$ cat config.mk
export PLATFORM = sky130hd
export DESIGN_NAME = sst_tx
export DESIGN_NICKNAME = d
export VERILOG_FILES = /design/src/logic/sst_pkg.sv /design/src/logic/sst_tx.sv /design/src/logic/sst_sync.sv
export SDC_FILE = /design/constraint.sdc
export NUM_CORES = 1
export LEC_CHECK = 0
export BUFFER_PORTS_ARGS = -buffer_cell sky130_fd_sc_hd__buf_2
export CAP_MARGIN = 25
export CORE_ASPECT_RATIO = 1.2
export CORE_MARGIN = 2
export CORE_UTILIZATION = 55
export CTS_CLUSTER_DIAMETER = 80
export DETAILED_ROUTE_END_ITERATION = 8
export PLACE_DENSITY = 0.81
export SYNTH_ARGS = -nofsm -noshare
export SYNTH_HDL_FRONTEND = slang
export SYNTH_SLANG_ARGS = --single-unit
$ cat constraint.sdc
create_clock -name clock -period 3 [get_ports clock]
set_input_delay 0.15 -clock clock [delete_from_list [all_inputs] [get_ports clock]]
set_output_delay 0.15 -clock clock [all_outputs]
set_load 0.02 [all_outputs]
$ cat src/logic/sst_pkg.sv
// Purpose: Shared constants and types for the synchronous slave transmitter.
// Assumes: Avalon-MM register bus with 32-bit data, one register per word.
// Notes: Byte-wide registers sit in the low bits of each word.
`default_nettype none
package sst_pkg;
    // ------------------------------------------------------------
    // Register byte addresses
    // ------------------------------------------------------------
    localparam logic [4:0] ADDR_TX_STATUS = 5'h00;
    localparam logic [4:0] ADDR_RX_STATUS = 5'h04;
    localparam logic [4:0] ADDR_TX_HOLD = 5'h08;
    localparam logic [4:0] ADDR_BAUD_CTRL = 5'h0c;
    localparam logic [4:0] ADDR_DIV_HIGH = 5'h10;
    localparam logic [4:0] ADDR_DIV_LOW = 5'h14;
    localparam logic [4:0] ADDR_IRQ_STATUS = 5'h18;
    localparam logic [4:0] ADDR_IRQ_MASK = 5'h1c;
    // ------------------------------------------------------------
    // Field positions
    // ------------------------------------------------------------
    localparam int TXS_MASTER_CLK = 7;
    localparam int TXS_NINE_BIT = 6;
    localparam int TXS_TX_EN = 5;
    localparam int TXS_SYNC = 4;
    localparam int TXS_SR_EMPTY = 1;
    localparam int TXS_NINTH = 0;
    localparam int RXS_PORT_EN = 7;
    localparam int RXS_SINGLE_RX = 5;
    localparam int RXS_CONT_RX = 4;
    localparam int IRQ_TX_FLAG = 0;
    localparam int IRQ_SENT = 1;
    localparam int IRQ_GLOBAL_EN = 7;
    localparam int IRQ_PERIPH_EN = 6;
    // ------------------------------------------------------------
    // Reset values
    // ------------------------------------------------------------
    localparam logic [7:0] TXS_RESET = 8'h02;
    localparam logic [7:0] RXS_RESET = 8'h00;
    localparam logic [7:0] BYTE_RESET = 8'h00;
    // ------------------------------------------------------------
    // Shift counts before the last bit of a word
    // ------------------------------------------------------------
    localparam logic [3:0] SHIFT_CNT_EIGHT = 4'h7;
    localparam logic [3:0] SHIFT_CNT_NINE = 4'h8;
    // ------------------------------------------------------------
    // Types
    // ------------------------------------------------------------
    typedef struct packed {
        logic master_clock_select;
        logic nine_bit_transmit_enable;
        logic transmit_enable_bit;
        logic sync_select;
        logic ninth_transmit_bit;
    } sst_ctrl_t;
    typedef struct packed {
        logic ninth;
        logic [7:0] data;
    } sst_word_t;
    typedef enum logic [2:0] {
        ST_IDLE = 3'b001,
        ST_SHIFT = 3'b010,
        ST_LAST = 3'b100
    } sst_state_t;
endpackage : sst_pkg
`default_nettype wire

$ cat src/logic/sst_tx.sv
// Purpose: Synchronous slave transmit path with holding and shift register.
// Assumes: External master drives the shift clock; data changes on its
//          falling edge, the master samples on the rising edge.
// Notes: Registers are reached over Avalon-MM with waitrequest.
//
// Added by the designer: register access over Avalon-MM and the placing of the registers.
`timescale 1ns/1ns
`default_nettype none
// Function
// - Clearing master clock select (bit 7) selects synchronous slave mode.
// - Shift clock comes only from the external pin; never generated here.
// - Transfers continue in sleep because the clock is external.
// - Slave transmit uses same holding, shift and flag sequencing as master.
// - Two words queued then sleep: first word moves to shift at once.
// - Second word stays in holding; transmit flag stays clear meanwhile.
// - After first word shifts out, second moves in and flag sets on the same clock.
// - Flag with interrupt enable wakes chip; global enable gives interrupt (here peripheral enable, bit 6, is needed too).
module sst_tx (
    // Clock and reset
    input wire logic clock,
    input wire logic rst,
    // Avalon-MM slave
    input wire logic [4:0] avs_address,
    input wire logic avs_read,
    input wire logic avs_write,
    input wire logic [31:0] avs_writedata,
    input wire logic [3:0] avs_byteenable,
    output logic [31:0] avs_readdata,
    output logic avs_waitrequest,
    output logic [1:0] avs_response,
    // Serial pins
    input wire logic serial_clock_pin,
    output logic serial_data_out,
    output logic serial_data_oe_n,
    // Power and interrupts
    input wire logic sleep_mode,
    output logic wake_request,
    output logic irq
);
    // ------------------------------------------------------------
    // Register state
    // ------------------------------------------------------------
    sst_pkg::sst_ctrl_t ctrl_r;
    logic [7:0] rx_status_r;
    logic [7:0] baud_ctrl_r;
    logic [7:0] div_high_r;
    logic [7:0] div_low_r;
    logic [7:0] irq_mask_r;
    logic flag_r;
    logic sent_r;
    logic hold_full_r;
    sst_pkg::sst_word_t hold_r;
    sst_pkg::sst_word_t shift_r;
    sst_pkg::sst_state_t state_r;
    logic [3:0] bit_cnt_r;
    logic sclk_prev_r;
    logic sclk;
    logic access_done_r;

    function automatic logic is_reg(input logic [4:0] addr,
                                    input logic [4:0] ref_addr);
        is_reg = (addr == ref_addr);
    endfunction : is_reg

    // ------------------------------------------------------------
    // Bus handshake
    // ------------------------------------------------------------
    logic req;
    logic wr_take;
    logic rd_take;
    logic lane0;
    logic slave_mode;
    logic port_live;
    logic sclk_rise;
    logic sclk_fall;
    logic load_shift;
    logic shift_done;
    logic pending;

    assign req = (avs_read | avs_write) & ~access_done_r;
    assign wr_take = avs_write & ~avs_waitrequest;
    assign rd_take = avs_read & ~access_done_r;
    assign lane0 = avs_byteenable[0];

    always_ff @(posedge clock or posedge rst) begin
        if (rst) begin
            access_done_r <= 1'b0;
        end else begin
            access_done_r <= req;
        end
    end

    always_ff @(posedge clock or posedge rst) begin
        if (rst) begin
            avs_waitrequest <= 1'b1;
        end else begin
            avs_waitrequest <= ~req;
        end
    end

    always_ff @(posedge clock or posedge rst) begin
        if (rst) begin
            avs_response <= 2'h0;
        end else if (req) begin
            avs_response <= (avs_address > sst_pkg::ADDR_IRQ_MASK ||
                             avs_address[1:0] != 2'h0) ? 2'h2 : 2'h0;
        end
    end

    always_ff @(posedge clock or posedge rst) begin
        if (rst) begin
            avs_readdata <= 32'h0;
        end else if (rd_take) begin
            unique case (avs_address)
                sst_pkg::ADDR_TX_STATUS: begin
                    avs_readdata <= {24'h0, ctrl_r.master_clock_select,
                        ctrl_r.nine_bit_transmit_enable,
                        ctrl_r.transmit_enable_bit, ctrl_r.sync_select,
                        2'b00, state_r == sst_pkg::ST_IDLE,
                        ctrl_r.ninth_transmit_bit};
                end
                sst_pkg::ADDR_RX_STATUS: avs_readdata <= {24'h0, rx_status_r};
                sst_pkg::ADDR_BAUD_CTRL: avs_readdata <= {24'h0, baud_ctrl_r};
                sst_pkg::ADDR_DIV_HIGH: avs_readdata <= {24'h0, div_high_r};
                sst_pkg::ADDR_DIV_LOW: avs_readdata <= {24'h0, div_low_r};
                sst_pkg::ADDR_IRQ_STATUS: begin
                    avs_readdata <= {30'h0, sent_r, flag_r};
                end
                sst_pkg::ADDR_IRQ_MASK: avs_readdata <= {24'h0, irq_mask_r};
                default: avs_readdata <= 32'h0;
            endcase
        end
    end

    // ------------------------------------------------------------
    // Control registers
    // ------------------------------------------------------------
    always_ff @(posedge clock or posedge rst) begin
        if (rst) begin
            ctrl_r <= '{master_clock_select: 1'b0,
                        nine_bit_transmit_enable: 1'b0,
                        transmit_enable_bit: 1'b0,
                        sync_select: 1'b0,
                        ninth_transmit_bit: 1'b0};
        end else if (wr_take && lane0 &&
                     is_reg(avs_address, sst_pkg::ADDR_TX_STATUS)) begin
            ctrl_r.master_clock_select <=
                avs_writedata[sst_pkg::TXS_MASTER_CLK];
            ctrl_r.nine_bit_transmit_enable <=
                avs_writedata[sst_pkg::TXS_NINE_BIT];
            ctrl_r.transmit_enable_bit <= avs_writedata[sst_pkg::TXS_TX_EN];
            ctrl_r.sync_select <= avs_writedata[sst_pkg::TXS_SYNC];
            ctrl_r.ninth_transmit_bit <= avs_writedata[sst_pkg::TXS_NINTH];
        end
    end

    always_ff @(posedge clock or posedge rst) begin
        if (rst) begin
            rx_status_r <= sst_pkg::RXS_RESET;
        end else if (wr_take && lane0 &&
                     is_reg(avs_address, sst_pkg::ADDR_RX_STATUS)) begin
            rx_status_r <= avs_writedata[7:0];
        end
    end

    always_ff @(posedge clock or posedge rst) begin
        if (rst) begin
            baud_ctrl_r <= sst_pkg::BYTE_RESET;
        end else if (wr_take && lane0 &&
                     is_reg(avs_address, sst_pkg::ADDR_BAUD_CTRL)) begin
            baud_ctrl_r <= avs_writedata[7:0];
        end
    end

    always_ff @(posedge clock or posedge rst) begin
        if (rst) begin
            div_high_r <= sst_pkg::BYTE_RESET;
        end else if (wr_take && lane0 &&
                     is_reg(avs_address, sst_pkg::ADDR_DIV_HIGH)) begin
            div_high_r <= avs_writedata[7:0];
        end
    end

    always_ff @(posedge clock or posedge rst) begin
        if (rst) begin
            div_low_r <= sst_pkg::BYTE_RESET;
        end else if (wr_take && lane0 &&
                     is_reg(avs_address, sst_pkg::ADDR_DIV_LOW)) begin
            div_low_r <= avs_writedata[7:0];
        end
    end

    always_ff @(posedge clock or posedge rst) begin
        if (rst) begin
            irq_mask_r <= sst_pkg::BYTE_RESET;
        end else if (wr_take && lane0 &&
                     is_reg(avs_address, sst_pkg::ADDR_IRQ_MASK)) begin
            irq_mask_r <= avs_writedata[7:0];
        end
    end

    // ------------------------------------------------------------
    // Shift clock edges
    // ------------------------------------------------------------
    sst_sync u_sclk_sync (
        .clock(clock),
        .rst(rst),
        .pin(serial_clock_pin),
        .level(sclk)
    );

    always_ff @(posedge clock or posedge rst) begin
        if (rst) begin
            sclk_prev_r <= 1'b0;
        end else begin
            sclk_prev_r <= sclk;
        end
    end

    assign slave_mode = ~ctrl_r.master_clock_select & ctrl_r.sync_select;
    assign port_live = slave_mode & rx_status_r[sst_pkg::RXS_PORT_EN] &
                       ctrl_r.transmit_enable_bit;
    assign sclk_rise = sclk & ~sclk_prev_r;
    assign sclk_fall = ~sclk & sclk_prev_r;
    assign load_shift = port_live && hold_full_r &&
                        state_r == sst_pkg::ST_IDLE;
    assign shift_done = (state_r == sst_pkg::ST_LAST) && sclk_rise;

    // ------------------------------------------------------------
    // Holding register
    // ------------------------------------------------------------
    always_ff @(posedge clock or posedge rst) begin
        if (rst) begin
            hold_r <= '0;
            hold_full_r <= 1'b0;
        end else if (wr_take && lane0 &&
                     is_reg(avs_address, sst_pkg::ADDR_TX_HOLD)) begin
            hold_r.data <= avs_writedata[7:0];
            hold_r.ninth <= ctrl_r.ninth_transmit_bit;
            hold_full_r <= 1'b1;
        end else if (load_shift) begin
            hold_full_r <= 1'b0;
        end
    end

    // ------------------------------------------------------------
    // Transmit flag and interrupt
    // ------------------------------------------------------------
    always_ff @(posedge clock or posedge rst) begin
        if (rst) begin
            flag_r <= 1'b1;
        end else if (load_shift) begin
            flag_r <= 1'b1;
        end else if (wr_take && lane0 &&
                     is_reg(avs_address, sst_pkg::ADDR_TX_HOLD)) begin
            flag_r <= 1'b0;
        end
    end

    // ------------------------------------------------------------
    // Word-sent event, sticky until a one is written to it
    // ------------------------------------------------------------
    always_ff @(posedge clock or posedge rst) begin
        if (rst) begin
            sent_r <= 1'b0;
        end else if (shift_done) begin
            sent_r <= 1'b1;
        end else if (wr_take && lane0 &&
                     is_reg(avs_address, sst_pkg::ADDR_IRQ_STATUS) &&
                     avs_writedata[sst_pkg::IRQ_SENT]) begin
            sent_r <= 1'b0;
        end
    end

    assign pending = (flag_r & irq_mask_r[sst_pkg::IRQ_TX_FLAG]) |
                     (sent_r & irq_mask_r[sst_pkg::IRQ_SENT]);

    always_ff @(posedge clock or posedge rst) begin
        if (rst) begin
            wake_request <= 1'b0;
        end else begin
            wake_request <= sleep_mode & pending;
        end
    end

    always_ff @(posedge clock or posedge rst) begin
        if (rst) begin
            irq <= 1'b0;
        end else begin
            irq <= pending & irq_mask_r[sst_pkg::IRQ_GLOBAL_EN] &
                   irq_mask_r[sst_pkg::IRQ_PERIPH_EN];
        end
    end

    // ------------------------------------------------------------
    // Shift register, runs regardless of sleep_mode
    // ------------------------------------------------------------
    always_ff @(posedge clock or posedge rst) begin
        if (rst) begin
            state_r <= sst_pkg::ST_IDLE;
            shift_r <= '0;
            bit_cnt_r <= 4'h0;
        end else if (!port_live) begin
            state_r <= sst_pkg::ST_IDLE;
            bit_cnt_r <= 4'h0;
        end else begin
            unique case (state_r)
                sst_pkg::ST_IDLE: begin
                    if (load_shift) begin
                        shift_r <= hold_r;
                        bit_cnt_r <= ctrl_r.nine_bit_transmit_enable ?
                                     sst_pkg::SHIFT_CNT_NINE :
                                     sst_pkg::SHIFT_CNT_EIGHT;
                        state_r <= sst_pkg::ST_SHIFT;
                    end
                end
                sst_pkg::ST_SHIFT: begin
                    if (sclk_rise) begin
                        shift_r <= {1'b0, shift_r.ninth, shift_r.data[7:1]};
                        bit_cnt_r <= bit_cnt_r - 4'h1;
                        if (bit_cnt_r == 4'h1) begin
                            state_r <= sst_pkg::ST_LAST;
                        end
                    end
                end
                sst_pkg::ST_LAST: begin
                    if (shift_done) begin
                        state_r <= sst_pkg::ST_IDLE;
                    end
                end
                default: state_r <= sst_pkg::ST_IDLE;
            endcase
        end
    end

    // ------------------------------------------------------------
    // Data pin
    // ------------------------------------------------------------
    always_ff @(posedge clock or posedge rst) begin
        if (rst) begin
            serial_data_out <= 1'b1;
            serial_data_oe_n <= 1'b1;
        end else begin
            serial_data_oe_n <= ~(port_live && state_r != sst_pkg::ST_IDLE);
            if (state_r == sst_pkg::ST_IDLE || sclk_fall ||
                !sclk) begin
                serial_data_out <= (state_r == sst_pkg::ST_IDLE) ?
                                   1'b1 : shift_r.data[0];
            end
        end
    end
endmodule : sst_tx
`default_nettype wire

$ cat src/logic/sst_sync.sv
// Purpose: Three-stage synchroniser with agreement filter for a pin.
// Assumes: Pin is asynchronous to clock.
// Notes: A change counts once the second and third stages agree.
`timescale 1ns/1ns
`default_nettype none
module sst_sync (
    // Clock and reset
    input wire logic clock,
    input wire logic rst,
    // Pin and filtered level
    input wire logic pin,
    output logic level
);
    logic [2:0] stage_r;

    always_ff @(posedge clock or posedge rst) begin
        if (rst) begin
            stage_r <= 3'h0;
        end else begin
            stage_r <= {stage_r[1:0], pin};
        end
    end

    always_ff @(posedge clock or posedge rst) begin
        if (rst) begin
            level <= 1'b0;
        end else if (stage_r[1] == stage_r[2]) begin
            level <= stage_r[2];
        end
    end
endmodule : sst_sync
`default_nettype wire

==> results of run 1 <==
[worst reg2reg max path, delay by kind of cell (launching register included)]
kind | cells | cell delay, ns
compound gates | 2 | 0.92
simple gates | 1 | 0.49
flops | 1 | 0.40
[worst max-delay path by stage]
stage,start,to,slack [ns],cells past startpoint
floorplan,rst,access_done_r,0.44,1
global placement,ctrl_r[4],shift_r[4],1.09,3
detailed placement,ctrl_r[4],shift_r[0],1.04,3
CTS,ctrl_r[4],shift_r[0],1.02,3
global route,ctrl_r[4],shift_r[7],0.88,4
finish,ctrl_r[4],shift_r[0],1.02,3
[synth_stat cells (all sizes together) (4+ instances only)]
| cell | number |
|---|---|
| a21oi | 13 |
| mux2 | 59 |
| nor3 | 7 |
| a31oi | 8 |
| inv | 7 |
| a22o | 5 |
| o21ai | 16 |
| mux2i | 13 |
| dfstp | 5 |
| clkbuf | 6 |
| dfrtp | 88 |
| buf | 38 |
| nor2 | 22 |
| nand3 | 6 |
| nand2 | 34 |
| nand2b | 4 |
[layer usage]
layer / wire length, um / global-route usage / vias up
met5: 0 / 0 / -
met4: 307 / 0.112 / 0
met3: 380 / 0.0571 / 26
met2: 4570 / 0.362 / 80
met1: 3580 / 0.262 / 1426
li1: - / - / 1341
[area by class of cell]
class / count / area [sq um]
fill: 620 / 3180
sequential: 93 / 2330
multi-input combinational: 257 / 1950
timing repair buffer: 41 / 238
clock buffer: 13 / 169
tap: 95 / 119
clock inverter: 3 / 43.8
inverter: 7 / 27.5
[power by group through the flow]
| stage | logic [uW] | clock network, uW | registers, uW |
|---|---|---|---|
| global route | 297 | 950 | 1390 |
| floorplan | 218 | 0 | 1400 |
| global placement | 253 | 0 | 1400 |
| CTS | 269 | 892 | 1380 |
| finish | 267 | 875 | 1380 |
| detailed placement | 262 | 0 | 1400 |
[per-stage QoR]
stage	cells	worst slack [ns]
4_1_cts	509	1.02
5_1_grt	509	0.884
3_3_place_gp	488	1.09
6_report	509	1.02
2_1_floorplan	401	0.438
3_5_place_dp	488	1.04
[kinds of logic (layout without fill, tap and decap cells)]
family / count (synthesis) / in the layout / share of synthesized area
buf+inv: 51 / 64 / 0.0746
compound gates: 60 / 60 / 0.0889
simple gates: 95 / 95 / 0.121
mux: 74 / 74 / 0.192
flops: 93 / 93 / 0.515
fa+ha+maj: 3 / 3 / 0.00773
other cells: 1 / 25 / 0.000828
[sequential cells by signal, summed over array words and instances, names as in the netlist, 3 cells and up]
signal	flops
baud_ctrl_r	8
rx_status_r	8
avs_readdata	8
hold_r	9
shift_r	9
ctrl_r	5
bit_cnt_r	4
div_high_r	8
state_r	3
div_low_r	8
u_sclk_sync.stage_r	3
irq_mask_r	8
==> reports/metrics.csv, run 1 <==
metric,value,unit
synthToLayoutAreaGrowth,7.71,%
fin_area,4880,sq um
synthArstFlopShare,1.00,
dieWidth,86.9,um
hold_violations,0,
io-pin-count,86,
cts_max_path_buffers,2,
max_slew_margin,0.525,
hold_start,avs_read,
drc,0,
synth_ff_type,dfrtp_1,
critical_path_peak_fanout,18,
crit_path_start_kind,flop,
run_status,completed,
cp_data_required_time,3.20,ns
cts-resized-gates,0,
cts_root_buffer,clkbuf_8,
core_area,8060,sq um
nets,458,
yosysUniqueCellTypes,59,
syn_area_per_cell,12.0,sq um
p_int,1900,uW
synth_edf_count,0,
pwr-share-comb,0.106,
seqPwrFrac,0.547,
wl_per_cell,17.4,um
drv_slew,0,
cts-buffers-inserted,9,
slowest_stage,a211oi_4,
drt-initial-drc-count,149,
grt_max_degree,42,
timing.rr.start,ctrl_r[4],
holdPathStages,3,
post_cts_buffers,0,
initial_utilization,0.562,
max_freq,506,MHz
vias,2873,
synth.top_cells.by_area,"dfrtp_1 49%, mux2_2 13%, buf_4 5.3%",
via_per_inst,5.64,
die_y,103,um
drt_first_pass_iters,4,
hold_class,input pin to flop,
mostFrequentLayoutCells,"88 x dfrtp_1, 51 x mux2_2, 33 x buf_2",
ir_worst_vdd,0.377,mV
hold_ws,0.0727,ns
antenna_cells,0,
max_stage_delay,0.74,ns
overflow,0,
finalClockSkew,0.0140,ns
drive_above_1_share,0.321,
routed_wirelength,8840,um
worst_ep_arrival_time,2.17,ns
crit_family,compound AO/OA/AOI/OAI gates,
setup_viol,0,
tightest_slew,0.710,ns
cts.reportedPaths.clkPinSlew,0.09,ns
worstRegToRegCells,3,
ys_ff_latch,93,
worstReg2RegEnd,shift_r[0],
fin_crit,1.98,ns
dp_hpwl,6250,um
rsz0062_at_grt,false,
timing.setup.tns,0,ns
htree_levels,3,
gp_congestion,0.849,
path_cells,nand4b_1 > a211oi_4 > a31oi_1,
synth_area_leader_cell,dfrtp_1,
drv_cap,0,
yosysTopAreaCellShare,0.486,
yosys_warnings,0,
grt_pass1_wl,14600,um
cts_tree,done,
port_buffers,33,
finalPower,2520,uW
pwr_density_cell,517,nW/um^2
cp_num_buf_inv,0,
p_sw_frac,0.246,
rrSetupSlack,1.02,ns
whs_endpoint,access_done_r,
final_common_cell,dfrtp_1,
synth_cells,377,
dieArea,8980,sq um
clk_latency,0.37,ns
leakage,0.00237,uW
ys_seq_area_frac,0.515,
final_core_util,0.605,
crit_path_end_kind,flop,
postRouteAntennaNets,0,
fp-row-count,36,
ctsHoldBuffers,5,
antenna_found_initial,0,
path_class,flop to flop,
switchingPower,621,uW
first_global_vias,2963,
period_share,0.659,
clockPowerShare,0.347,
placed_cell_area,4620,sq um
track_usage,0.218,
netlist_area,4530,sq um
cts.sinks,93,
Note: power is estimated with default switching activity, not from simulation.
==> inputs of run 2 (changes only) <==
- ABC_AREA: default -> 1
- clock period: 3 -> 1.9 ns (I/O delays scaled with it)
==> reports/metrics.csv, run 2 <==
metric,value,unit
run_status,completed,
routed_wirelength,9930,um
max_slew_margin,0.632,
fin_ws,0.188,ns
cts.reportedPaths.clkPinSlew,0.09,ns
first_global_vias,3534,
dp_hpwl,6950,um
cts-resized-gates,0,
yosys.area_share.xor_xnor,0.00198,
ir_worst_vdd,0.652,mV
initial_utilization,0.572,
rsz0062_at_grt,false,
hold_violations,0,
drc,0,
synthToLayoutAreaGrowth,9.96,%
reg_top3,"hold_r: 9 flops, shift_r: 9 flops",
synth.top_cells.by_area,"dfrtp_1 50%, nand2_1 15%, o21ai_0 7.1%",
clk_latency,0.36,ns
crit_path_start_kind,flop,
synth_edf_count,0,
synth_top_family_by_area,simple AND/OR/NAND/NOR gates,
ys_seq_area_frac,0.526,
cts.sinks,93,
cts_tree,done,
hold_class,input pin to flop,
pwr-share-comb,0.108,
die_y,102,um
crit_path_end_kind,flop,
vias,3647,
port_buffers,33,
cts_root_buffer,clkbuf_8,
cts_max_path_buffers,2,
drt-initial-drc-count,247,
syn_area_per_cell,8.18,sq um
grt_pass1_wl,16600,um
mostFrequentLayoutCells,"183 x nand2_1, 88 x dfrtp_1, 63 x o21ai_0",
hold_start,avs_write,
finalClockSkew,0.0135,ns
leakage,0.00254,uW
synth_common_cells,"183 x nand2_1, 88 x dfrtp_1, 63 x o21ai_0, 43 x nand4_1, 42 x inv_1",
post_cts_buffers,0,
worst_ep_arrival_time,2.01,ns
drv_slew,0,
drive_above_1_share,0.133,
gp_congestion,0.882,
netlist_area,4430,sq um
regArea,2330,sq um
yosys_warnings,0,
nFillCells,681,
synthSimpleGateAreaFrac,0.281,
drt_first_pass_iters,5,
critical_path_peak_fanout,14,
antenna_cells,0,
place_ws,0.242,ns
io-pin-count,86,
wl_per_cell,14.6,um
synth_ff_type,dfrtp_1,
synthAdderAreaFrac,0.00790,
antenna_found_initial,0,
path_class,flop to flop,
switchingPower,1100,uW
setup_viol,0,
track_usage,0.241,
grt_max_degree,76,
max_freq,584,MHz
synth_cells,542,
nets,631,
core_area,7750,sq um
multi_input_area,1730,sq um
period_share,0.901,
fp-row-count,35,
clockPowerShare,0.341,
cts-buffers-inserted,9,
drv_cap,0,
synthMostInstantiatedCell,nand2_1,
synthArstFlopShare,1.00,
pwr_density_cell,821,nW/um^2
htree_levels,3,
synth_mux_area_frac,0,
cp_data_required_time,2.20,ns
dieArea,8800,sq um
p_int,2900,uW
seqPwrFrac,0.551,
timing.rr.start,state_r[0],
setup.worst_path.start,state_r[0],
fin_crit,1.71,ns
p_sw_frac,0.275,
synth_area_leader_cell,dfrtp_1,
final_common_cell,nand2_1,
timing.setup.tns,0,ns
overflow,0,
via_per_inst,5.37,
yosysTopAreaCellShare,0.497,
ys_ff_latch,93,
dieWidth,86.0,um
yosysUniqueCellTypes,30,
synth_compound_area_frac,0.0787,
postRouteAntennaNets,0,
tightest_slew,0.551,ns
[run 2: changes by cell type after synthesis, moves of 13 or more]
| cell | change |
|---|---|
| o21ai_0 | +50 |
| mux2i_1 | -13 |
| nand2_1 | +153 |
| nor2_1 | +16 |
| nand4_1 | +42 |
| inv_1 | +35 |
| mux2_2 | -51 |
[run 2: worst paths after layout]
check / endpoint / slack, ns / cells past startpoint
worst max-delay path: bit_cnt_r[2] / 0.19 / 8
worst min-delay path: avs_waitrequest / 0.02 / 4
worst max register to register: bit_cnt_r[2] / 0.19 / 8
worst min register to register: u_sclk_sync.stage_r[1] / 0.36 / 0
max in group asynchronous: serial_data_oe_n / 0.87 / 4
min in group asynchronous: div_low_r[4] / 0.27 / 3
[run 2: through the flow]
step / cell area, sq um / total power (uW) / std cells / hold WS (ns) / utilization
global route: 4870 / 4160 / 679 / 0.0401 / 0.629
global placement: 4640 / 2650 / 660 / 0.117 / 0.598
finish: 4870 / 4000 / 679 / 0.0212 / 0.629
CTS: 4870 / 4010 / 679 / 0.0152 / 0.629
detailed placement: 4640 / 2670 / 660 / 0.122 / 0.598
floorplan: 4530 / 2560 / 566 / 0.126 / -
[run 2: final cells by class]
cell class	count	area share
clock buffer	10	0.0282
multi-input combinational	384	0.355
timing repair buffer	51	0.0657
clock inverter	6	0.0144
tap	92	0.0236
sequential	93	0.479
inverter	43	0.0339
[run 2: critical path, stage by stage, from the launching register on]
cell and delay [ns]:
dfstp_2 0.55, nor2_1 0.04, nand2_1 0.07, inv_1 0.19
nand2_1 0.16, nand2_1 0.16, nor2_1 0.29, nand2_1 0.11
nand2_1 0.08
[run 2: cells by family after synthesis]
logic type	Yosys count
flops	93
buf+inv	89
xor+xnor	1
fa+ha+maj	3
other cells	1
compound gates	68
simple gates	287
[run 2: power by group through the flow]
stage / Combinational [uW] / Clock [uW] / Sequential (uW)
floorplan: 319 / 0 / 2240
finish: 433 / 1360 / 2210
detailed placement: 428 / 0 / 2240
global route: 492 / 1450 / 2220
global placement: 411 / 0 / 2240
CTS: 433 / 1370 / 2200
[run 2: timing repair]
action,in CTS,in global routing
setup endpoints to repair,0,0
endpoints found under the hold margin,20,0
hold buffers,3,0
[run 2: layer usage]
layer	part of all wire	global-route usage	routed length, um	vias to the layer above
met4	0.032	0.115	320	0
met5	0	0	0	-
met1	0.42	0.314	4120	1706
met2	0.49	0.386	4820	143
met3	0.067	0.0525	661	25
li1	-	-	-	1773
==> inputs of run 3 (changes only) <==
- BUFFER_PORTS_ARGS: -buffer_cell sky130_fd_sc_hd__buf_2 -> -buffer_cell sky130_fd_sc_hd__buf_4
==> reports/metrics.csv, run 3 (synthesis gave the netlist of run 2 again) <==
metric,value,unit
run_status,completed,
antenna_cells,0,
timing.setup.tns,0,ns
rsz0062_at_grt,false,
finalClockSkew,0.0126,ns
synthToLayoutAreaGrowth,13.7,%
tightest_slew,0.588,ns
finalPower,4270,uW
crit_path_end_kind,flop,
hold_violations,0,
crit_path_start_kind,flop,
track_usage,0.249,
fp-row-count,35,
nets,635,
drv_cap,0,
mostFrequentLayoutCells,"183 x nand2_1, 88 x dfrtp_1, 63 x o21ai_0",
ir_worst_vdd,0.545,mV
final_common_cell,nand2_1,
initial_utilization,0.572,
dieArea,8800,sq um
drt-initial-drc-count,310,
cts_root_buffer,clkbuf_8,
dp_cells,664,
leakage,0.00261,uW
setup_viol,0,
cts_max_path_buffers,2,
critical_path_peak_fanout,16,
final_core_util,0.650,
routed_wirelength,10000,um
fin_cells,683,
worst_ep_arrival_time,1.99,ns
reg_top3,"hold_r: 9 flops, shift_r: 9 flops",
drive_above_1_share,0.137,
drv_slew,0,
cts.sinks,93,
fin_crit,1.73,ns
hold_class,input pin to flop,
dieWidth,86.0,um
cts.reportedPaths.clkPinSlew,0.09,ns
grt_max_degree,40,
postRouteAntennaNets,0,
hold_ws,0.0248,ns
first_global_vias,3535,
die_y,102,um
antenna_found_initial,0,
max_freq,577,MHz
period_share,0.913,
via_per_inst,5.36,
io-pin-count,86,
rrSetupSlack,0.17,ns
core_area,7750,sq um
cp_data_required_time,2.16,ns
port_buffers,33,
max_slew_margin,0.607,
grt_pass1_wl,16900,um
overflow,0,
drc,0,
clk_latency,0.37,ns
pwr_density_cell,847,nW/um^2
drt_first_pass_iters,5,
dp_hpwl,7150,um
vias,3664,
gp_congestion,0.876,
cts_tree,done,
wl_per_cell,14.7,um
htree_levels,3,
cts-buffers-inserted,9,
path_class,flop to flop,
-- run 3: cell count changes in the layout (fill, tap and decap cells not counted), sizes merged --
cell	change
clkinvlp	-3
bufinv	+2
buf	+4
inv	+1
-- run 3: routing by layer --
layer	GRT usage	vias up	wire, um
li1	-	1791	-
met1	0.318	1719	4220
met2	0.418	131	5010
met3	0.0501	23	554
met4	0.100	0	258
met5	0	-	0
-- run 3: power breakdown --
group,switching (uW),internal [uW]
Clock,712,891
Combinational,307,154
Sequential,83.6,2120
-- run 3: stage by stage --
step           setup slack, ns  cell area (sq um)
2_1_floorplan            0.445               4530
3_3_place_gp             0.268               4760
4_1_cts                  0.185               5040
3_5_place_dp             0.206               4760
5_1_grt                 0.0239               5040
6_report                 0.166               5040
-- run 3: final timing paths --
path,startpoint,end,cells past startpoint
max in group asynchronous,rst,avs_waitrequest,4
min in group asynchronous,rst,div_high_r[3],3
max,avs_waitrequest,div_low_r[2],5
min,avs_write,avs_waitrequest,4
max reg2reg,avs_waitrequest,div_low_r[2],5
min reg2reg,u_sclk_sync.stage_r[0],u_sclk_sync.stage_r[1],0
-- run 3: area by class of cell --
class,instances,area [sq um]
fillers,663,2710
flip-flops and latches,93,2330
multi-input cells,384,1730
well taps,92,115
inverters,43,165
clock inverters,6,119
repair buffers,55,445
clock buffers,10,128
-- run 3: critical path: stages (launching register included) --
cell     delay [ns]
dfstp_2        0.37
nor2_1         0.09
nand2_1        0.12
inv_1          0.19
nand4_1        0.50
o21ai_0        0.36
-- run 3: repair_timing --
item | 4_1_cts | 5_1_grt
resized for setup | 0 | 0
endpoints found under the hold margin | 24 | 0
setup endpoints to repair | 0 | 0
buffers inserted | 0 | 0
hold buffers | 3 | 0
